`src/timer_pkg.sv`:
```
package timer_pkg;
  // ----------------------------------------
  // Register addresses
  // ----------------------------------------
  localparam logic [2:0] ADDR_MODE = 3'h0;
  localparam logic [2:0] ADDR_DIV = 3'h1;
  localparam logic [2:0] ADDR_SRC = 3'h2;
  localparam logic [2:0] ADDR_CMP = 3'h3;
  localparam logic [2:0] ADDR_RLD = 3'h4;
  localparam logic [2:0] ADDR_PORT = 3'h5;
  localparam logic [2:0] ADDR_COUNT = 3'h6;
  localparam logic [2:0] ADDR_STAT = 3'h7;
  // ----------------------------------------
  // Reset values and source write mask
  // ----------------------------------------
  localparam logic [7:0] MODE_RST = 8'h00;
  localparam logic [7:0] DIV_RST = 8'h00;
  localparam logic [7:0] SRC_RST = 8'h00;
  localparam logic [7:0] CMP_RST = 8'h00;
  localparam logic [7:0] RLD_RST = 8'h00;
  localparam logic [7:0] PORT_RST = 8'h03;
  localparam logic [7:0] SRC_MASK = 8'h1f;
  // ----------------------------------------
  // Field positions
  // ----------------------------------------
  localparam int MB_SOFT_CLR = 0;
  localparam int MB_CLR_EDGE = 1;
  localparam int MB_SOFT_RUN = 2;
  localparam int MB_RUN_EDGE = 3;
  localparam int MB_IRQ_EDGE = 4;
  localparam int MB_IRQ_SRC = 6;
  localparam int MB_PWM = 7;
  localparam int DB_RATIO = 0;
  localparam int DB_SHAPE = 5;
  localparam int SB_CLR = 0;
  localparam int SB_RUN = 2;
  localparam int SB_CLK = 4;
  localparam int PB_WAVE = 0;
  localparam int PB_WAVE_N = 1;
  // ----------------------------------------
  // Codes and limits
  // ----------------------------------------
  localparam logic [1:0] SRC_INT = 2'h0;
  localparam logic [1:0] SRC_EXT = 2'h1;
  localparam logic [1:0] SRC_BOTH = 2'h2;
  localparam logic [1:0] IRQ_FALL = 2'h0;
  localparam logic [1:0] IRQ_RISE = 2'h1;
  localparam logic [1:0] IRQ_BOTH = 2'h2;
  localparam logic [4:0] RATIO_MAX = 5'h10;
  localparam logic [7:0] PWM_TOP = 8'hfe;
  localparam logic [7:0] CMP_FULL = 8'hff;
  // ----------------------------------------
  // Types
  // ----------------------------------------
  typedef enum logic [1:0] {
    EDGE_WAIT, EDGE_COUNT, EDGE_DONE
  } edge_state_t;
  typedef struct packed {
    logic wr;
    logic rd;
    logic [2:0] addr;
    logic [7:0] wdata;
  } reg_req_t;
  typedef struct packed {
    logic ext_timer_clock;
    logic ext_start_stop;
    logic ext_clear;
  } ext_in_t;
  typedef struct packed {
    logic wave_pin;
    logic wave_pin_oe;
    logic wave_pin_inverted;
    logic wave_pin_inverted_oe;
  } wave_pins_t;
endpackage

```
`src/timer_pwm_unit.sv`:
```
module timer_pwm_unit (
  input wire logic mclk_i,
  input wire logic rst_b_i,
  input wire timer_pkg::reg_req_t req_i,
  output logic [7:0] rdata_o,
  input wire timer_pkg::ext_in_t ext_i,
  output timer_pkg::wave_pins_t pins_o,
  output logic irq_o
);
  import timer_pkg::*;

  // ----------------------------------------
  // State
  // ----------------------------------------
  typedef struct packed {
    logic [7:0] mode;
    logic [7:0] div;
    logic [7:0] src;
    logic [7:0] port;
    logic [7:0] cmp_wr;
    logic [7:0] rld_wr;
    logic [7:0] cmp_act;
    logic [7:0] rld_act;
    logic [15:0] pre_cnt;
    logic [7:0] cnt;
    logic wave;
    edge_state_t edge_st;
    logic clk_d;
    logic start_d;
    logic clear_d;
    logic running;
    logic [7:0] rdata;
    logic irq;
    logic oe;
    logic oe_n;
  } st_t;

  localparam st_t ST_RST = '{
    mode: MODE_RST, div: DIV_RST, src: SRC_RST,
    port: PORT_RST, cmp_wr: CMP_RST,
    rld_wr: RLD_RST, cmp_act: CMP_RST,
    rld_act: RLD_RST, pre_cnt: 16'h0000,
    cnt: 8'h00, wave: 1'b0, edge_st: EDGE_WAIT,
    clk_d: 1'b0, start_d: 1'b0, clear_d: 1'b0,
    running: 1'b0, rdata: 8'h00, irq: 1'b0,
    oe: 1'b0, oe_n: 1'b0};

  st_t st_reg; // Registered state
  st_t st_next; // Next state

  // Helper terms
  logic pwm; // PWM mode selected
  logic clr; // Counter clear this cycle
  logic hold; // Unit held in clear (level)
  logic src_tick; // Selected clock tick
  logic tick; // Divider tick
  logic run; // Counting enabled
  logic stop_evt; // Timer just stopped
  logic [4:0] ratio; // Clamped divider code
  logic [15:0] mask; // Prescaler tap mask
  logic [7:0] half; // Square wave half period
  logic use_ic, use_ec, use_ir, use_er;
  logic clr_ext, run_ext;
  logic w_rise, w_fall;

  // ----------------------------------------
  // Next state logic
  // ----------------------------------------
  always_comb begin
    st_next = st_reg;
    st_next.irq = 1'b0;
    st_next.rdata = 8'h00;
    pwm = st_reg.mode[MB_PWM];

    // Clear terms first, as the flags read uses hold
    // Clear source decode, 11 acts internal
    use_ec = (st_reg.src[SB_CLR+:2] == SRC_EXT)
      || (st_reg.src[SB_CLR+:2] == SRC_BOTH);
    use_ic = (st_reg.src[SB_CLR+:2] != SRC_EXT);
    clr_ext = st_reg.mode[MB_CLR_EDGE]
      ? (ext_i.ext_clear & ~st_reg.clear_d)
      : ext_i.ext_clear;
    // Soft clear bit low holds clear unless the clear source is SRC_EXT
    hold = (use_ic & ~st_reg.mode[MB_SOFT_CLR])
      | (use_ec & ~st_reg.mode[MB_CLR_EDGE]
         & ext_i.ext_clear);
    clr = (use_ic & ~st_reg.mode[MB_SOFT_CLR])
      | (use_ec & clr_ext);

    // Register writes
    if (req_i.wr) begin
      if (req_i.addr == ADDR_MODE) begin
        st_next.mode = req_i.wdata;
      end else if (req_i.addr == ADDR_DIV) begin
        st_next.div = req_i.wdata;
      end else if (req_i.addr == ADDR_SRC) begin
        st_next.src = req_i.wdata & SRC_MASK;
      end else if (req_i.addr == ADDR_CMP) begin
        st_next.cmp_wr = req_i.wdata;
      end else if (req_i.addr == ADDR_RLD) begin
        st_next.rld_wr = req_i.wdata;
      end else if (req_i.addr == ADDR_PORT) begin
        st_next.port = req_i.wdata;
      end
    end

    // Register reads, data next cycle
    if (req_i.rd) begin
      if (req_i.addr == ADDR_MODE) begin
        st_next.rdata = st_reg.mode;
      end else if (req_i.addr == ADDR_DIV) begin
        st_next.rdata = st_reg.div;
      end else if (req_i.addr == ADDR_SRC) begin
        st_next.rdata = st_reg.src;
      end else if (req_i.addr == ADDR_CMP) begin
        st_next.rdata = st_reg.cmp_wr;
      end else if (req_i.addr == ADDR_RLD) begin
        st_next.rdata = st_reg.rld_wr;
      end else if (req_i.addr == ADDR_PORT) begin
        st_next.rdata = st_reg.port;
      end else if (req_i.addr == ADDR_COUNT) begin
        st_next.rdata = st_reg.cnt;
      end else begin
        st_next.rdata = {3'h0, st_reg.edge_st,
          hold, st_reg.wave, st_reg.running};
      end
    end

    // Input edge history
    st_next.clk_d = ext_i.ext_timer_clock;
    st_next.start_d = ext_i.ext_start_stop;
    st_next.clear_d = ext_i.ext_clear;

    // Divide by two to the code
    ratio = (st_reg.div[DB_RATIO+:5] > RATIO_MAX)
      ? RATIO_MAX : st_reg.div[DB_RATIO+:5];
    mask = 16'hffff >> (RATIO_MAX - ratio);
    // External clock edges need two cycles
    src_tick = st_reg.src[SB_CLK]
      ? (ext_i.ext_timer_clock & ~st_reg.clk_d)
      : 1'b1;
    tick = src_tick & ((st_reg.pre_cnt & mask) == mask);
    if (clr) begin
      st_next.pre_cnt = 16'h0000;
    end else if (src_tick) begin
      st_next.pre_cnt = st_reg.pre_cnt + 16'h0001;
    end

    if (clr) begin
      st_next.edge_st = EDGE_WAIT;
    end else if (ext_i.ext_start_stop & ~st_reg.start_d) begin
      case (st_reg.edge_st)
        EDGE_WAIT: st_next.edge_st = EDGE_COUNT;
        EDGE_COUNT: st_next.edge_st = EDGE_DONE;
        default: st_next.edge_st = EDGE_DONE;
      endcase
    end

    use_er = (st_reg.src[SB_RUN+:2] == SRC_EXT)
      || (st_reg.src[SB_RUN+:2] == SRC_BOTH);
    use_ir = (st_reg.src[SB_RUN+:2] != SRC_EXT);
    run_ext = st_reg.mode[MB_RUN_EDGE]
      ? (st_reg.edge_st == EDGE_COUNT)
      : ext_i.ext_start_stop;
    run = pwm | (use_ir & st_reg.mode[MB_SOFT_RUN])
      | (use_er & run_ext);
    st_next.running = run & ~clr;
    stop_evt = st_reg.running & ~run & ~pwm;

    // Counter stage
    if (clr) begin
      st_next.cnt = 8'h00;
      st_next.cmp_act = st_reg.cmp_wr;
      st_next.rld_act = st_reg.rld_wr;
    end else if (run & tick) begin
      if (pwm) begin
        if (st_reg.cnt >= PWM_TOP) begin
          st_next.cnt = st_reg.rld_wr;
          st_next.cmp_act = st_reg.cmp_wr;
          st_next.rld_act = st_reg.rld_wr;
        end else begin
          st_next.cnt = st_reg.cnt + 8'h01;
        end
      end else begin
        if (st_reg.cnt == st_reg.cmp_act - 8'h01) begin
          st_next.cnt = 8'h00;
          st_next.cmp_act = st_reg.cmp_wr;
        end else begin
          st_next.cnt = st_reg.cnt + 8'h01;
        end
      end
    end else if (~run & (st_reg.cnt == 8'h00)) begin
      // Idle at zero: no phase in progress
      st_next.cmp_act = st_reg.cmp_wr;
      st_next.rld_act = st_reg.rld_wr;
    end

    // Waveform from the next count
    half = (st_next.cmp_act == 8'h00) ? 8'h80
      : {1'b0, st_next.cmp_act[7:1]};
    if (pwm) begin
      // 255 always high, high below compare, low from compare up
      st_next.wave = st_next.cnt < st_next.cmp_act;
    end else if (st_reg.div[DB_SHAPE]) begin
      st_next.wave = st_next.cnt < half;
    end else begin
      st_next.wave = run & ~clr & (st_next.cnt == 8'h00);
    end

    w_rise = st_next.wave & ~st_reg.wave;
    w_fall = ~st_next.wave & st_reg.wave;
    if (st_reg.mode[MB_IRQ_SRC]) begin
      case (st_reg.mode[MB_IRQ_EDGE+:2])
        IRQ_FALL: st_next.irq = w_fall;
        IRQ_RISE: st_next.irq = w_rise;
        IRQ_BOTH: st_next.irq = w_rise | w_fall;
        default: st_next.irq = 1'b0;
      endcase
    end else begin
      st_next.irq = stop_evt;
    end

    st_next.oe = ~hold & ~st_reg.port[PB_WAVE];
    st_next.oe_n = ~hold & ~st_reg.port[PB_WAVE_N];
  end

  // ----------------------------------------
  // State register
  // ----------------------------------------
  always_ff @(posedge mclk_i) begin
    if (!rst_b_i) begin
      st_reg <= ST_RST;
    end else begin
      st_reg <= st_next;
    end
  end

  // Outputs
  assign rdata_o = st_reg.rdata;
  assign irq_o = st_reg.irq;
  assign pins_o.wave_pin = st_reg.wave;
  assign pins_o.wave_pin_oe = st_reg.oe;
  assign pins_o.wave_pin_inverted = ~st_reg.wave;
  assign pins_o.wave_pin_inverted_oe = st_reg.oe_n;
endmodule

```
`config.mk`:
```
export PLATFORM = sky130hd
export DESIGN_NAME = timer_pwm_unit
export DESIGN_NICKNAME = d
export VERILOG_FILES = /design/src/timer_pkg.sv /design/src/timer_pwm_unit.sv
export SDC_FILE = /design/constraint.sdc
export NUM_CORES = 1
export LEC_CHECK = 0
export ABC_AREA = 1
export BUFFER_PORTS_ARGS = -buffer_cell sky130_fd_sc_hd__buf_2
export CAP_MARGIN = 5
export CORE_UTILIZATION = 35
export CTS_CLUSTER_SIZE = 28
export DETAILED_ROUTE_END_ITERATION = 10
export GPL_ROUTABILITY_DRIVEN = 0
export PLACE_DENSITY = 0.58
export REMOVE_ABC_BUFFERS = 1
export SLEW_MARGIN = 20
export SYNTH_ARGS = -nofsm -noshare
export SYNTH_HDL_FRONTEND = slang
export SYNTH_SLANG_ARGS = --single-unit
```
`constraint.sdc`:
```
create_clock -name mclk_i -period 13.5 [get_ports mclk_i]
set_clock_uncertainty 0.15 [all_clocks]
set_input_delay 1.35 -clock mclk_i [delete_from_list [all_inputs] [get_ports mclk_i]]
set_output_delay 1.35 -clock mclk_i [all_outputs]
set_load 0.01 [all_outputs]
```
* Yosys cells after proc, flatten, opt, wreduce, memory -nomap -nowiden
Cells that the tools add are included.
** Word-level totals
- Word-level logic and storage cells :: 135
- Input port bits :: 18
- Output and inout port bits :: 13
- Bits in registers :: 95
** Cells by class
- Multiplexer cells :: 29
- Order comparisons :: 4
- $add $sub $neg :: 4
- Bitwise gates (word level) :: 45
- Shifts and indexed selects :: 1
- Equal/unequal tests :: 17
- Reduce and logical (&&, ||, !) cells :: 16
** Operators by type and width (number)
- 8-bit two-way mux :: 16
- 16-bit two-way mux :: 4
- 8-bit zero test :: 3
- 1-bit AND :: 20
- 1-bit NOT :: 19
- 16-bit by 1-bit adder with 16-bit output, second input constant :: 1
- 16-bit AND :: 1
- 16-bit == test :: 1
- 8-bit < comparator :: 2
- 16-bit by 5-bit >> shifter with 16-bit output, first input constant :: 1
- 3-bit == test, second input constant :: 3
- 8-bit by 1-bit adder with 8-bit output, second input constant :: 1
- 2-bit by 1-bit == test with 1-bit output, second input constant :: 4
- 8-bit == test :: 1
- 8-bit >= comparator, second input constant :: 1
- 8-bit by 1-bit subtractor with 8-bit output, second input constant :: 1
- 7-bit AND reduction :: 1
- 2-bit == test, second input constant :: 3
- 3-bit by 2-bit == test with 1-bit output, second input constant :: 2
- 1-bit two-way mux :: 6
- 6-bit AND reduction :: 1
- 5-bit > comparator, second input constant :: 1
- 5-bit two-way mux :: 1
- 1-bit bitwise OR :: 5
- other kinds (13) :: 17

* Logic depth before layout (Yosys ltp)
- Depth in word-level cells :: 20
- Gate-level depth with buffers :: 39
- Depth with buffers taken out :: 39

* Worst setup path after synthesis
OpenSTA, ideal clock, no wires.
- Path kind :: input -> register
- Start :: input port ext_i[0] (netlist bit)
- End :: register st_reg, in the netlist irq_o
- Buffers on the path :: 2
- Data arrival time :: 4.482 ns
- Required time :: 13.283 ns
- Cell stages on the path :: 25
- Path slack :: 8.800 ns
- Library setup time :: 0.067 ns
- Path through :: nand2_1 o21ai_1 inv_1 buf_2 buf_1 a31oi_1 nand4_1 nor2_1 nand3_1 ha_1 nand2_1 nand2_1 nor2_1 nand2_1 a31oi_1 nand2_1 nand3_1 nand2_2 inv_1 ha_1 o31ai_1 inv_1 nand2_1 nand2_1 a21oi_2
** Between the ends
- Longest elaborated chain between the ends :: 15
** RTL lines
- start: declaration :: line timer_pwm_unit.sv:6 : input wire timer_pkg::ext_in_t ext_i,
- 1-bit AND :: line timer_pwm_unit.sv:81 : ? (ext_i.ext_clear & ~st_reg.clear_d)
- 1-bit two-way mux (*) :: line timer_pwm_unit.sv:81
- 1-bit AND (*) :: line timer_pwm_unit.sv:88 : | (use_ec & clr_ext);
- 1-bit bitwise OR (*) :: line timer_pwm_unit.sv:88
- 16-bit two-way mux :: line timer_pwm_unit.sv:171 : if (clr) begin
- 8-bit zero test :: line timer_pwm_unit.sv:199 : half = (st_next.cmp_act == 8'h00) ? 8'h80
- 8-bit two-way mux :: line timer_pwm_unit.sv:199
- 8-bit < comparator :: line timer_pwm_unit.sv:205 : st_next.wave = st_next.cnt < half;
- 1-bit two-way mux :: line timer_pwm_unit.sv:204 : end else if (st_reg.div[DB_SHAPE]) begin
- 1-bit two-way mux (*) :: line timer_pwm_unit.sv:201 : if (pwm) begin
- 1-bit NOT :: line timer_pwm_unit.sv:211 : w_fall = ~st_next.wave & st_reg.wave;
- 1-bit AND :: line timer_pwm_unit.sv:211
- 1-bit bitwise OR :: line timer_pwm_unit.sv:216 : IRQ_BOTH: st_next.irq = w_rise | w_fall;
- 1-bit one-hot mux with 3 select lines (*) :: line timer_pwm_unit.sv:213 : case (st_reg.mode[MB_IRQ_EDGE+:2])
- 1-bit two-way mux (*) :: line timer_pwm_unit.sv:212 : if (st_reg.mode[MB_IRQ_SRC]) begin
- end signal: assignment :: line timer_pwm_unit.sv:234 : st_reg <= st_next;
- end: declaration :: line timer_pwm_unit.sv:48 : st_t st_reg;
Every way passes the cells marked *; elsewhere a longest branch is shown, timed or not.
A chain may end at the register's enable or synchronous reset.

* Worst setup path after layout
- Start :: register st_reg[92] (netlist bit)
- End :: register st_reg, in the netlist irq_o
** Between the ends
- Longest elaborated chain between the ends :: 20
** RTL lines
- 5-bit > comparator :: line timer_pwm_unit.sv:135 : ratio = (st_reg.div[DB_RATIO+:5] > RATIO_MAX)
- 5-bit two-way mux (*) :: line timer_pwm_unit.sv:136 : ? RATIO_MAX : st_reg.div[DB_RATIO+:5];
- 5-bit subtractor (*) :: line timer_pwm_unit.sv:137 : mask = 16'hffff >> (RATIO_MAX - ratio);
- 16-bit by 5-bit >> shifter with 16-bit output (*) :: line timer_pwm_unit.sv:137
- 16-bit AND :: line timer_pwm_unit.sv:142 : tick = src_tick & ((st_reg.pre_cnt & mask) == mask);
- 16-bit == test (*) :: line timer_pwm_unit.sv:142
- 1-bit AND (*) :: line timer_pwm_unit.sv:142
- 1-bit AND (*) :: line timer_pwm_unit.sv:175 : end else if (run & tick) begin
- [4 not listed]
- 8-bit < comparator :: line timer_pwm_unit.sv:205
- 1-bit two-way mux :: line timer_pwm_unit.sv:204
- 1-bit two-way mux (*) :: line timer_pwm_unit.sv:201
- 1-bit NOT :: line timer_pwm_unit.sv:211
- 1-bit AND :: line timer_pwm_unit.sv:211
- 1-bit bitwise OR :: line timer_pwm_unit.sv:216
- 1-bit one-hot mux with 3 select lines (*) :: line timer_pwm_unit.sv:213
- 1-bit two-way mux (*) :: line timer_pwm_unit.sv:212
Marked as above.

==> results.json <==
{
  "status": "completed",
  "synth_cells": 887,
  "yosys-top-cells-count": "nand2_1, inv_1, nor2_1",
  "start_util_pct": 35.76,
  "layout-drive-gt1-share_pct": 9.821,
  "drt_iter0_drc": 588,
  "rsz0062_at_grt": "no",
  "grt_pass1_wl_um": 28710,
  "hold_viol": 0,
  "cts_tree": "yes",
  "p_sw_uw": 192.3,
  "wl_um": 17850,
  "cp_slowest_cell": "a21oi_4",
  "routed-via-count": 5863,
  "grtUsageTotal_pct": 21.16,
  "largest_reg_flops": 82,
  "postCtsHoldBufs": 0,
  "vdd_drop_max_v": 0.00006518,
  "critPathLaunchType": "flop",
  "dieArea_sq_mm": 0.01741,
  "hpwlAfterDp_um": 13340,
  "cts-root-buf": "clkbuf_16",
  "drc": 0,
  "dr.pass1.iters": 5,
  "p_seq_share_pct": 42.9,
  "wire_per_inst_um": 16.00,
  "power_frac_clock_pct": 43.2,
  "path_max_fanout": 18,
  "drtAntennaViolNets": 0,
  "critPathRequiredTime_ns": 13.63,
  "fin_nets": 935,
  "diodes": 0,
  "grt-ovfl-total": 0,
  "cts-resized-gates": 0,
  "syn_avg_cell_area_sq_um": 6.662,
  "fin_total_pwr_uw": 683.3,
  "min_period_ns": 5.385,
  "cts_max_path_buffers": 2,
  "antenna_found_initial": 0,
  "core_sq_mm": 0.01652,
  "path_class": "flop to flop",
  "p_int_uw": 490.9,
  "drv_slew": 0,
  "ioPinCount": 31,
  "setup_viol": 0,
  "ys_types": 43,
  "synth_edf_count": 0,
  "rows": 47,
  "synth_area_sq_mm": 0.005909,
  "synth_async_sr_flop_share_pct": 0,
  "clk-insertion-delay-late_ns": 0.36,
  "cts.reportedPaths.clkPinSlew_ns": 0.07,
  "fin_crit_sh_pct": 39.89,
  "area_growth_pct": 9.634,
  "p_comb_share_pct": 13.9,
  "max_freq_mhz": 185.7,
  "end_kind": "flop",
  "ys_seq_area_share_pct": 32.18,
  "synth.most_common_cell": "nand2_1",
  "cellLeakagePower_uw": 0.002746,
  "yosys.area.top_type_share_pct": 32.18,
  "die_w_um": 131.9,
  "htreeDepth": 3,
  "clock_sinks": 95,
  "synth_top_cell_by_area": "dfxtp_1",
  "port_buffers": 30,
  "post_cts_buffers": 0,
  "crit_path_frequent_cell": "nand2_1",
  "slowest_delay_ns": 0.52,
  "ys.flop_type": "dfxtp_1",
  "synth_seq_cells": 95,
  "cts_buffers": 9,
  "grt_pass1_vias": 5414,
  "slew_headroom_pct": 33.08,
  "maxCapViolations": 0,
  "tightest_slew_ns": 1.003,
  "hold_class": "flop to flop",
  "synth_warnings": 0,
  "crit_arrival_ns": 5.51,
  "synthTopCellsByArea": "dfxtp_1, nand2_1, o21ai_0",
  "switching_share_pct": 28.15,
  "fin_setup_tns_ns": 0,
  "chipHeight_um": 131.9,
  "avgViaCountPerCell": 5.254,
  "power_density_mw_per_mm2": 105.5,
  "grt_max_degree": 46
}
==> cells by family after synthesis <==
kind of cell / share of synthesized area (%)
AOI/OAI and AO/OA: 20.98
xor gates and xnor gates: 2.520
adders and majority gates: 5.505
buffers and inverters: 10.86
DFF: 32.18
and+or+nand+nor: 27.95
==> metrics by stage <==
stage	cells	hold WS [ns]	cell area, sq um	utilization (%)	worst slack [ns]
after floorplan	848	0.2631	5699	-	8.869
after global placement	1100	0.2933	6140	37.15	8.156
after detailed placement	1100	0.3006	6140	37.15	8.082
after CTS	1116	0.3103	6479	39.21	8.172
after global routing	1116	0.3256	6479	39.21	7.552
final	1116	0.3114	6479	39.21	8.115
==> final timing paths <==
kind / from / end / slack, ns / depth (start not counted)
setup / recovery: st_reg[92] / irq_o / 8.11 / 35
hold / removal: st_reg[81] / st_reg[81] / 0.31 / 2
setup reg to reg: st_reg[92] / irq_o / 8.11 / 35
hold reg to reg: st_reg[81] / st_reg[81] / 0.31 / 2
==> layer usage <==
layer | part of all wire [%] | global-route usage, %
met5 | 0 | 0
met4 | 2.8 | 10.14
met3 | 5.5 | 2.884
met2 | 46 | 34.80
met1 | 46 | 27.31
==> cell type report <==
cell class                      instances  area, sq um
Tap cell                              220        275.3
Sequential cell                        95         1902
Fill cell                            1790        10050
Multi-Input combinational cell        638         3366
Inverter                              115        431.7
Clock inverter                          5        86.33
Clock buffer                           11        252.7
Timing Repair Buffer                   32        165.2
==> cells in the final DEF, fill, tap and decap left out, drive strengths merged, types with 7 or more instances in the layout <==
cell and instances:
nand2 190, inv 116, nor2 105, dfxtp 95, o21ai 92, a21oi 66
nand3 53, buf 32, ha 26, o211ai 17, nor3 16, a31oi 15
xor2 12, clkbuf 11, nand4 10, o2111ai 7, o22ai 7
==> power groups by stage <==
stage                     logic (uW)  clock network, uW  registers [uW]
after floorplan                 63.6                  0             299
after global placement          93.5                  0             300
after detailed placement        93.8                  0             300
after CTS                       94.2                300             293
after global routing             106                314             294
final                           94.7                295             293
==> critical path, delay by kind of cell, from the launching register on <==
kind                       cells  cell delay [ns]
adders and majority gates      4             1.08
buffers and inverters          3             0.19
DFF                            1             0.43
and+or+nand+nor               20             1.63
AOI/OAI and AO/OA              8             1.79
Power figures use the tool's default switching activity.
